<file path="src/rtl/ifa_pkg.sv">
// Purpose: constants for the two-wire filter, arbitration and address block
// Assumes: single 10 MHz clock, plain register port
// Notes: register indices are word indices on the plain port
package ifa_pkg;
	localparam int CLK_NS = 100;
	localparam int SPIKE_NS = 50;
	localparam int SPIKE_CYC = ((SPIKE_NS + CLK_NS - 1) / CLK_NS < 1) ? 1 :
		(SPIKE_NS + CLK_NS - 1) / CLK_NS;
	localparam int TOUT_MS = 25;
	localparam int TOUT_CYC = TOUT_MS * 1000000 / CLK_NS;
	localparam logic [4:0] FILT_MIN = 5'h03;
	localparam logic [4:0] FILT_MAX = 5'h15;
	localparam logic [4:0] FILT_RST = 5'h03;
	localparam logic [7:0] DIV_RST = 8'h31;
	localparam logic [6:0] OWN_RST = 7'h00;
	localparam logic [7:0] GC_ADDR = 8'h00;
	localparam logic [2:0] A_CTRL = 3'h0;
	localparam logic [2:0] A_DIV = 3'h1;
	localparam logic [2:0] A_FILT = 3'h2;
	localparam logic [2:0] A_OWN = 3'h3;
	localparam logic [2:0] A_TX = 3'h4;
	localparam logic [2:0] A_STAT = 3'h5;
	localparam int C_EN = 0;
	localparam int C_GO = 1;
	localparam int S_OWN = 0;
	localparam int S_GC = 1;
	localparam int S_ARB = 2;
	localparam int S_TOUT = 3;
	localparam int S_BUSY = 4;
	localparam int S_MACT = 5;
	localparam int S_DONE = 6;
	localparam logic [3:0] BITS_LAST = 4'h8;
	typedef enum logic [3:0] {
		M_IDLE = 4'h1,
		M_START = 4'h2,
		M_BITS = 4'h4,
		M_STOP = 4'h8
	} ifa_mstate_type;
endpackage

</file>
<file path="src/rtl/ifa_core.sv">
// Purpose: two-wire bus front end: filter, arbitration, clock sync, time-out, address match
// Assumes: open-drain pins as in/out/oe triplets, oe high pulls the line low
// Notes: master sends one byte from the transmit register, then a stop
//
// Our own choices: the address-and-strobe port and the register addresses.
`timescale 1ns/100ps
module ifa_core #(
	parameter int low_timeout_cycles = ifa_pkg::TOUT_CYC
) (
	input wire logic clk,
	input wire logic sys_rst,
	input wire logic [2:0] reg_addr,
	input wire logic [7:0] reg_wdata,
	input wire logic reg_wr,
	input wire logic reg_rd,
	output logic [7:0] reg_rdata,
	input wire logic scl_in,
	output logic scl_out,
	output logic scl_oe,
	input wire logic sda_in,
	output logic sda_out,
	output logic sda_oe
);
	import ifa_pkg::*;

	function automatic logic [4:0] clamp_len(input logic [4:0] v);
		clamp_len = (v < FILT_MIN) ? FILT_MIN : ((v > FILT_MAX) ? FILT_MAX : v);
	endfunction

	logic enable;
	logic go;
	logic [7:0] serial_clock_divider_control;
	logic [4:0] filt_len;
	logic [6:0] own_addr;
	logic [7:0] tx_byte;
	logic st_own, st_gc, st_arb, st_tout, st_done;
	logic [1:0] pin_in;
	logic [1:0] sync_q1, sync_s, filt;
	logic [4:0] fcnt [1:0];
	logic scl_f, sda_f, scl_f_d, sda_f_d;
	logic bus_busy;
	ifa_mstate_type state;
	logic [7:0] cnt;
	logic hi_phase, hi_seen, sda_pend, stop_step;
	logic [3:0] bitn;
	logic [7:0] shreg;
	logic [19:0] tout_cnt;
	logic tout_hit, arb_lose, abort, tick, master_act;
	logic addr_phase, addr_done;
	logic [2:0] abit;
	logic [7:0] rx_shift, addr_byte;
	logic scl_rise, start_det, stop_det;
	logic w_stat;

	// =========================================================
	// Register port
	assign w_stat = reg_wr && reg_addr == A_STAT;
	always_ff @(posedge clk) begin
		if (sys_rst) begin
			enable <= 1'b0;
			serial_clock_divider_control <= DIV_RST;
			filt_len <= FILT_RST;
			own_addr <= OWN_RST;
			tx_byte <= 8'h00;
		end else if (reg_wr) begin
			case (reg_addr)
				A_CTRL: enable <= reg_wdata[C_EN];
				A_DIV: serial_clock_divider_control <= reg_wdata;
				A_FILT: filt_len <= reg_wdata[4:0];
				A_OWN: own_addr <= reg_wdata[6:0];
				A_TX: tx_byte <= reg_wdata;
				default: ;
			endcase
		end
	end

	always_ff @(posedge clk) begin
		if (sys_rst)
			go <= 1'b0;
		else
			go <= reg_wr && reg_addr == A_CTRL && reg_wdata[C_GO] && reg_wdata[C_EN];
	end

	always_ff @(posedge clk) begin
		if (sys_rst) begin
			reg_rdata <= 8'h00;
		end else if (reg_rd) begin
			case (reg_addr)
				A_CTRL: reg_rdata <= {7'h00, enable};
				A_DIV: reg_rdata <= serial_clock_divider_control;
				A_FILT: reg_rdata <= {3'h0, filt_len};
				A_OWN: reg_rdata <= {1'b0, own_addr};
				A_TX: reg_rdata <= tx_byte;
				A_STAT: reg_rdata <= {1'b0, st_done, master_act, bus_busy,
					st_tout, st_arb, st_gc, st_own};
				default: reg_rdata <= 8'h00;
			endcase
		end else begin
			reg_rdata <= 8'h00;
		end
	end

	// =========================================================
	// Synchronisers and glitch filters, index 0 clock, 1 data
	assign pin_in = {sda_in, scl_in};
	for (genvar i = 0; i < 2; i++) begin : g_line
		always_ff @(posedge clk) begin
			if (sys_rst) begin
				sync_q1[i] <= 1'b1;
				sync_s[i] <= 1'b1;
			end else begin
				sync_q1[i] <= pin_in[i];
				sync_s[i] <= sync_q1[i];
			end
		end
		always_ff @(posedge clk) begin
			if (sys_rst) begin
				filt[i] <= 1'b1;
				fcnt[i] <= 5'h00;
			end else if (sync_s[i] == filt[i]) begin
				fcnt[i] <= 5'h00;
			end else if (fcnt[i] + 5'h01 >= clamp_len(filt_len)) begin
				filt[i] <= sync_s[i];
				fcnt[i] <= 5'h00;
			end else begin
				fcnt[i] <= fcnt[i] + 5'h01;
			end
		end
	end
	assign scl_f = filt[0];
	assign sda_f = filt[1];

	// =========================================================
	// Bus condition detection
	assign scl_rise = scl_f && !scl_f_d;
	assign start_det = scl_f && scl_f_d && sda_f_d && !sda_f;
	assign stop_det = scl_f && scl_f_d && !sda_f_d && sda_f;
	always_ff @(posedge clk) begin
		if (sys_rst) begin
			scl_f_d <= 1'b1;
			sda_f_d <= 1'b1;
			bus_busy <= 1'b0;
		end else begin
			scl_f_d <= scl_f;
			sda_f_d <= sda_f;
			if (start_det)
				bus_busy <= 1'b1;
			else if (stop_det || tout_hit)
				bus_busy <= 1'b0;
		end
	end

	// =========================================================
	// Clock-low time-out
	assign tout_hit = bus_busy && !scl_f && tout_cnt == 20'(low_timeout_cycles - 1);
	always_ff @(posedge clk) begin
		if (sys_rst || scl_f || !bus_busy)
			tout_cnt <= 20'h00000;
		else if (!tout_hit)
			tout_cnt <= tout_cnt + 20'h00001;
	end

	// =========================================================
	// Master clock generator with arbitration
	assign master_act = state != M_IDLE;
	assign tick = cnt == serial_clock_divider_control;
	assign arb_lose = state == M_BITS && hi_phase && !sda_oe && scl_f && !sda_f
		&& bitn != BITS_LAST;
	assign abort = arb_lose || tout_hit || !enable;
	always_ff @(posedge clk) begin
		if (sys_rst) begin
			state <= M_IDLE;
			cnt <= 8'h00;
			hi_phase <= 1'b0;
			hi_seen <= 1'b0;
			sda_pend <= 1'b0;
			stop_step <= 1'b0;
			bitn <= 4'h0;
			shreg <= 8'h00;
			scl_oe <= 1'b0;
			sda_oe <= 1'b0;
		end else if (abort && master_act) begin
			state <= M_IDLE;
			scl_oe <= 1'b0;
			sda_oe <= 1'b0;
			cnt <= 8'h00;
		end else begin
			case (state)
				M_IDLE: begin
					scl_oe <= 1'b0;
					sda_oe <= 1'b0;
					cnt <= 8'h00;
					if (go && !bus_busy) begin
						sda_oe <= 1'b1;
						shreg <= tx_byte;
						state <= M_START;
					end
				end
				M_START: begin
					cnt <= tick ? 8'h00 : cnt + 8'h01;
					if (tick) begin
						scl_oe <= 1'b1;
						hi_phase <= 1'b0;
						sda_pend <= 1'b1;
						bitn <= 4'h0;
						state <= M_BITS;
					end
				end
				M_BITS: begin
					if (sda_pend) begin
						sda_pend <= 1'b0;
						sda_oe <= (bitn == BITS_LAST) ? 1'b0 : !shreg[7];
					end
					if (!hi_phase) begin
						cnt <= tick ? 8'h00 : cnt + 8'h01;
						if (tick) begin
							scl_oe <= 1'b0;
							hi_phase <= 1'b1;
							hi_seen <= 1'b0;
						end
					end else begin
						if (scl_f)
							hi_seen <= 1'b1;
						// High time counts only once the line is really high
						if (scl_f)
							cnt <= tick ? 8'h00 : cnt + 8'h01;
						if ((scl_f && tick) || (hi_seen && !scl_f)) begin
							scl_oe <= 1'b1;
							cnt <= 8'h00;
							hi_phase <= 1'b0;
							if (bitn == BITS_LAST) begin
								state <= M_STOP;
								stop_step <= 1'b0;
							end else begin
								bitn <= bitn + 4'h1;
								shreg <= {shreg[6:0], 1'b0};
								sda_pend <= 1'b1;
							end
						end
					end
				end
				M_STOP: begin
					cnt <= tick ? 8'h00 : cnt + 8'h01;
					if (!stop_step && !sda_pend) begin
						sda_oe <= 1'b1;
						sda_pend <= 1'b1;
					end else if (tick) begin
						if (!stop_step) begin
							scl_oe <= 1'b0;
							stop_step <= 1'b1;
						end else begin
							sda_oe <= 1'b0;
							sda_pend <= 1'b0;
							state <= M_IDLE;
						end
					end
				end
				default: state <= M_IDLE;
			endcase
		end
	end

	always_ff @(posedge clk) begin
		if (sys_rst) begin
			scl_out <= 1'b0;
			sda_out <= 1'b0;
		end else begin
			scl_out <= 1'b0;
			sda_out <= 1'b0;
		end
	end

	// =========================================================
	// Address receiver
	always_ff @(posedge clk) begin
		if (sys_rst) begin
			addr_phase <= 1'b0;
			addr_done <= 1'b0;
			abit <= 3'h0;
			rx_shift <= 8'h00;
			addr_byte <= 8'h00;
		end else begin
			addr_done <= 1'b0;
			if (start_det) begin
				addr_phase <= 1'b1;
				abit <= 3'h0;
			end else if (stop_det) begin
				addr_phase <= 1'b0;
			end else if (addr_phase && scl_rise) begin
				rx_shift <= {rx_shift[6:0], sda_f};
				abit <= abit + 3'h1;
				if (abit == 3'h7) begin
					addr_phase <= 1'b0;
					addr_done <= 1'b1;
					addr_byte <= {rx_shift[6:0], sda_f};
				end
			end
		end
	end

	// =========================================================
	// Sticky status, set wins over write-one-to-clear
	always_ff @(posedge clk) begin
		if (sys_rst) begin
			st_own <= 1'b0;
			st_gc <= 1'b0;
			st_arb <= 1'b0;
			st_tout <= 1'b0;
			st_done <= 1'b0;
		end else begin
			if (addr_done && !master_act && addr_byte[7:1] == own_addr)
				st_own <= 1'b1;
			else if (w_stat && reg_wdata[S_OWN])
				st_own <= 1'b0;
			if (addr_done && !master_act && addr_byte[7:1] != own_addr
				&& addr_byte == GC_ADDR)
				st_gc <= 1'b1;
			else if (w_stat && reg_wdata[S_GC])
				st_gc <= 1'b0;
			if (arb_lose)
				st_arb <= 1'b1;
			else if (w_stat && reg_wdata[S_ARB])
				st_arb <= 1'b0;
			if (tout_hit)
				st_tout <= 1'b1;
			else if (w_stat && reg_wdata[S_TOUT])
				st_tout <= 1'b0;
			if (state == M_STOP && stop_step && tick)
				st_done <= 1'b1;
			else if (w_stat && reg_wdata[S_DONE])
				st_done <= 1'b0;
		end
	end
endmodule // ifa_core

</file>
<file path="config.mk">
export PLATFORM = sky130hd
export DESIGN_NAME = ifa_core
export DESIGN_NICKNAME = d
export VERILOG_FILES = /design/src/rtl/ifa_pkg.sv /design/src/rtl/ifa_core.sv
export SDC_FILE = /design/constraint.sdc
export NUM_CORES = 1
export LEC_CHECK = 0
export BUFFER_PORTS_ARGS = -buffer_cell sky130_fd_sc_hd__buf_2
export CAP_MARGIN = 30
export CELL_PAD_IN_SITES_DETAIL_PLACEMENT = 2
export CELL_PAD_IN_SITES_GLOBAL_PLACEMENT = 2
export CORE_ASPECT_RATIO = 1.2
export CORE_MARGIN = 2
export CORE_UTILIZATION = 39
export CTS_CLUSTER_DIAMETER = 100
export DETAILED_ROUTE_END_ITERATION = 12
export HOLD_SLACK_MARGIN = 0.1
export PLACE_DENSITY = 0.9
export SLEW_MARGIN = 0
export SYNTH_ARGS = -nofsm -noshare
export SYNTH_HDL_FRONTEND = slang
export SYNTH_SLANG_ARGS = --single-unit
</file>
<file path="constraint.sdc">
create_clock -name clk -period 2.77 [get_ports clk]
set_input_delay 0.1385 -clock clk [delete_from_list [all_inputs] [get_ports clk]]
set_output_delay 0.1385 -clock clk [all_outputs]
set_load 0.05 [all_outputs]
</file>
### Word-level counts from Yosys, hierarchy flattened

Memories as Yosys holds them, arrays and structs flattened.
Index checks and enable logic that the tools add are counted.

* register bits after elaboration: 122
* bits in latches: 0
* RAM bits: 10
* memory bits (read-only): 0
* output and inout port bits: 12
* memories: 1

Memory list
* fcnt: words 2, bits a word 5, rd ports 2, clocked after memory_dff 0, write ports 2, RTL line ifa_core.sv:39 `logic [4:0] fcnt [1:0];`

* add/subtract/negate cells: 6
* multipliers: 0
* divide/modulo/power cells: 0
* order comparisons: 4
* eq/ne operators: 36
* shifts and indexed selects: 0
* mux-type cells: 104
* bitwise operators: 13
* reduce and logical (&&, ||, !) cells: 95

Operators by type and width (number)
* 2-to-1 mux 1 bit: 66
* 2-to-1 mux 8 bit: 8
* 2-to-1 mux 4 bit: 12
* one-hot mux 8 bit (6 select lines): 1
* 2-to-1 mux 5 bit: 8
* logical AND 1 bit: 34
* one-hot mux 8 bit (3 select lines): 1
* adder 20 x 1 -> 20 bit (second input constant): 1
* equality test 20 x 18 -> 1 bit (second input constant): 1
* != test 2 bit (second input constant): 10
* AND reduction 2 bit: 10
* nonzero test 2 bit: 10
* one-hot mux 4 bit (4 select lines): 1
* one-hot mux 8 bit (2 select lines): 1
* nonzero test 3 bit: 5
* AND reduction 7 bit: 2
* AND reduction 4 bit: 3
* AND reduction 6 bit: 2
* logical NOT 1 bit: 11
* adder 5 x 1 -> 5 bit (second input constant): 2
* greater-or-equal comparator 5 bit: 2
* equality test 3 bit (second input constant): 3
* != test 3 bit (second input constant): 3
* adder 8 x 1 -> 8 bit (second input constant): 1
* other kinds (34): 60

### Depth between registers and ports, before layout

* word-level depth: 11
* gate-level depth with buffers: 9

### Worst setup path before layout

No wires, ideal clock.

* path kind: reg-to-reg
* start: reg filt_len[2]
* end: mem fcnt[0][2] (data pin)
* library setup time: 0.140 ns
* arrival: 2.264 ns
* data required time: 2.630 ns
* slack: 0.365 ns
* cell stages (with the launch flop): 10
* buffers on the path: 0
* period minus slack after synthesis: 2.405 ns
* cell sequence: dfxtp_1 > nor3_1 > nor2_1 > o21ai_0 > ha_1 > nand2b_1 > maj3_1 > a221o_1 > or3_1 > nor2b_1

RTL lines
* start: declaration: RTL line ifa_core.sv:33 `logic [4:0] filt_len;`
* start signal: assignment: RTL line ifa_core.sv:69 `A_FILT: filt_len <= reg_wdata[4:0];`
* end: declaration: RTL line ifa_core.sv:39

==> impl_metrics.csv <==
group,metric,value,unit
critical_path,critPathSlowestCell,"dfxtp_2",
clocking,clkTransAtPathRegs,0.07,ns
synthesis,syn_avg_cell_area,8.87,um2
layout,fillers,1757,
outcome,status,"complete, but fails checks",
clocking,cts_tree,"yes",
layout,final_nets,827,
critical_path,startpoint_type,"flip-flop",
drt,drtAntennaViolNets,0,
timing,whs,0.158,ns
pwr,power_leakage,2.95,nW
synthesis,ys_ff_latch,132,
drt,via_per_inst,6.10,
global_route,grt_pass1_vias,7044,
critical_path,cpPeakStageDelay,0.44,ns
layout,drive_gt1_share,16.4,%
die,fp.dieH,146,um
synthesis,netlist_instances,741,
synthesis,seq_area_frac_synth,41.7,%
timing,hold_viol,0,
drt,vias,6238,
die,coreArea,0.0167,mm2
timing,finalClockSkew,0.0136,ns
clocking,cts.sinks,132,
layout,n_antenna_cell,0,
place,io_buffers,26,
synthesis,synth-simple-area-share,24.0,%
clocking,clock_path_buffers,2,
pwr,total_power,0.00533,W
critical_path,cp.arrival,3.12,ns
pwr,p_per_area,680,mW/mm2
global_route,grt_overflow_total,0,
synthesis,synth_compound_area_share,13.6,%
flow_run,timing.max_cap.violations,0,
synthesis,synth_top_area_share,37.2,%
critical_path,path_cells,"inv_1, o21ai_2, ha_1, nand2b_1, maj3_1, a221o_1, or3_4, nor2b_1",
synthesis,synth_ff_type,"dfxtp_1",
critical_path,required,3.03,ns
place,place_hpwl,16300,um
die,die_w,122,um
die,dieArea,0.0179,mm2
synthesis,synth_xor_area_share,5.33,%
drt,drtIter0Drc,340,
timing,final.setup.worst_slack,-0.0886,ns
pwr,ir_drop,0.455,mV
synthesis,synthMuxAreaShare,8.30,%
global_route,grt_pass1_wl,42400,um
place,gp_congestion,0.893,
drt,wl,28300,um
critical_path,crit_fanout,6,
die,rows,52,
die,initial_core_util,39.5,%
global_route,grt_util_all_layers,31.8,%
critical_path,end_kind,"flip-flop",
synthesis,synth_top_family_by_area,"simple AND/OR/NAND/NOR gates",
timing,slew_headroom,57.0,%
global_route,antenna_found_initial,0,
synthesis,synth-edff-count,10,
clocking,htree_levels,4,
timing,post-route-min-period,2.86,ns
global_route,grt_start_max_net_pins,38,
synthesis,yosys.area.top_type,"dfxtp_1",
clocking,cts_root_buf,"clkbuf_16",
synthesis,synthesis.area,0.00657,mm2
drt,first_pass_iters,5,
drt,drcViolationCount,0,
timing,finalSetupTns,-0.140,ns
timing,finalCritPeriodShare,103,%
outcome,violations,"setup timing",
synthesis,synthAdderAreaFrac,3.35,%
timing,max_freq,0.350,GHz
synthesis,ys_types,64,
die,boundaryPins,29,
synthesis,ys_top_cells_by_area,"dfxtp_1 37%, mux2i_1 5.3%, nor2_1 4.8%",
timing,drv_slew,0,
hold_path,hold_path_class,"input port to flip-flop",
clocking,clk_latency,0.44,ns
drt,wl_per_cell,27.6,um
timing,tightest_slew,0.642,ns
critical_path,critPathKind,"flip-flop to flip-flop",
timing,setup-violations-final,4,
clocking,cts_buffers,17,
synthesis,async_reset_ff_share,0,%
synthesis,yosysWarningCount,0,
layout,syn_to_final_growth,19.2,%
worst max-delay path: cells and delay by family, from the launching register on:
family,cells,cell delay (ns)
AO/OA/AOI/OAI,2,0.58
adder cells (fa/ha/maj),2,0.66
buffers and inverters,1,0.18
flip-flops,1,0.44
AND/OR/NAND/NOR,3,0.83
final timing paths:
kind,slack [ns],cells past startpoint,endpoint,startpoint
worst min register to register,0.44,1,sync_s[0],sync_q1[0]
worst max-delay path,-0.09,8,fcnt[1][4],filt_len[4]
worst min-delay path,0.16,3,reg_rdata[0],reg_rd
worst max register to register,-0.09,8,fcnt[1][4],filt_len[4]
Yosys cell counts (3+ instances only):
cell type  instances
xnor2_1           22
nand3b_1          10
nand2_1           75
o31ai_1            6
a31oi_1            5
inv_1             16
and2_1             8
a21oi_1           51
or2_2             11
a221o_1            3
nor3b_1            6
a21o_1             4
a211o_1            9
ha_1              16
xor2_1            18
nor4_1             7
o22ai_1            5
nand3_1           11
buf_4              4
dfxtp_1          122
or3_1             11
edfxtp_1          10
buf_2              4
nor3_1            13
clkbuf_1          33
nand2b_1          11
a22oi_1            5
nor2b_1           26
o21ai_0           21
mux2_2             6
a32oi_1            3
nand4_1            9
nor2_1            84
o32ai_1            4
and3_1            11
mux2i_1           35
mux2_4             7
or4b_2             3
state kept, by name, summed over array words and instances (netlist names), 2 cells and up:
signal	count
cnt	8
tx_byte	8
state	4
sync_s	2
addr_byte	8
bitn	4
rx_shift	7
filt_len	5
shreg	8
reg_rdata	8
tout_cnt	20
fcnt	10
serial_clock_divider_control	8
own_addr	7
sync_q1	2
abit	3
cell families after synthesis:
kind of cell | after synthesis
adder cells (fa/ha/maj) | 18
multiplexers | 49
XOR/XNOR | 40
buffers and inverters | 57
AO/OA/AOI/OAI | 136
AND/OR/NAND/NOR | 307
other | 2
flip-flops | 132
through the flow:
step	util [%]	instances	area [um2]	setup WS (ns)
5_1_grt	47.0	1023	7830	-0.0755
4_1_cts	46.7	1019	7790	0.0221
3_5_place_dp	42.1	976	7020	-0.0125
2_1_floorplan	-	751	6610	0.365
6_report	47.0	1023	7830	-0.0886
3_3_place_gp	42.1	976	7020	0.217
what timing repair did:
action                                  CTS  global route
pin swaps                                 1             0
setup buffers                             1             4
hold endpoints to repair                 15             0
gates resized for setup                   8             3
endpoints found under the setup margin   10            10
hold buffers                             10             0
placed cells by master (no fill, tap or decap), types with 9 or more instances in the layout:
cell,Yosys,routed
dfxtp_1,122,119
nor2_1,84,84
nand2_1,75,75
a21oi_1,51,51
mux2i_1,35,35
buf_4,4,29
buf_2,4,26
nor2b_1,26,25
xnor2_1,22,21
o21ai_0,21,20
xor2_1,18,18
clkbuf_16,0,17
inv_1,16,16
ha_1,16,16
nor3_1,13,12
conb_1,2,12
nand3_1,11,11
nand2b_1,11,11
and3_1,11,11
or2_2,11,11
nand3b_1,10,10
edfxtp_1,10,10
dlygate4sd3_1,0,10
a211o_1,9,9
nand4_1,9,9
or3_1,11,9
metal layers:
layer / track usage, % / wire, um / vias to the layer above
met5: 0 / 0 / -
met3: 6.48 / 1100 / 121
li1: - / - / 2715
met1: 33.5 / 10700 / 3183
met2: 56.3 / 14600 / 219
met4: 21.2 / 1920 / 0
cell type report:
type                            instances  area [um2]  area share, %
Sequential cell                       132        2750           35.1
Inverter                               16        60.1          0.767
Clock buffer                           18         439           5.61
Timing Repair Buffer                   65         448           5.72
Clock inverter                         14         199           2.54
Multi-Input combinational cell        562        3670           46.8
Tap cell                              216         270           3.45
report_power, final:
group	leakage, nW	switching (W)	internal (W)	total [W]
Sequential	1.09	0.0000766	0.00197	0.00204
Combinational	1.55	0.000481	0.000278	0.000759
Clock	0.308	0.000980	0.00154	0.00252
Note: power is estimated with default switching activity, not from simulation.
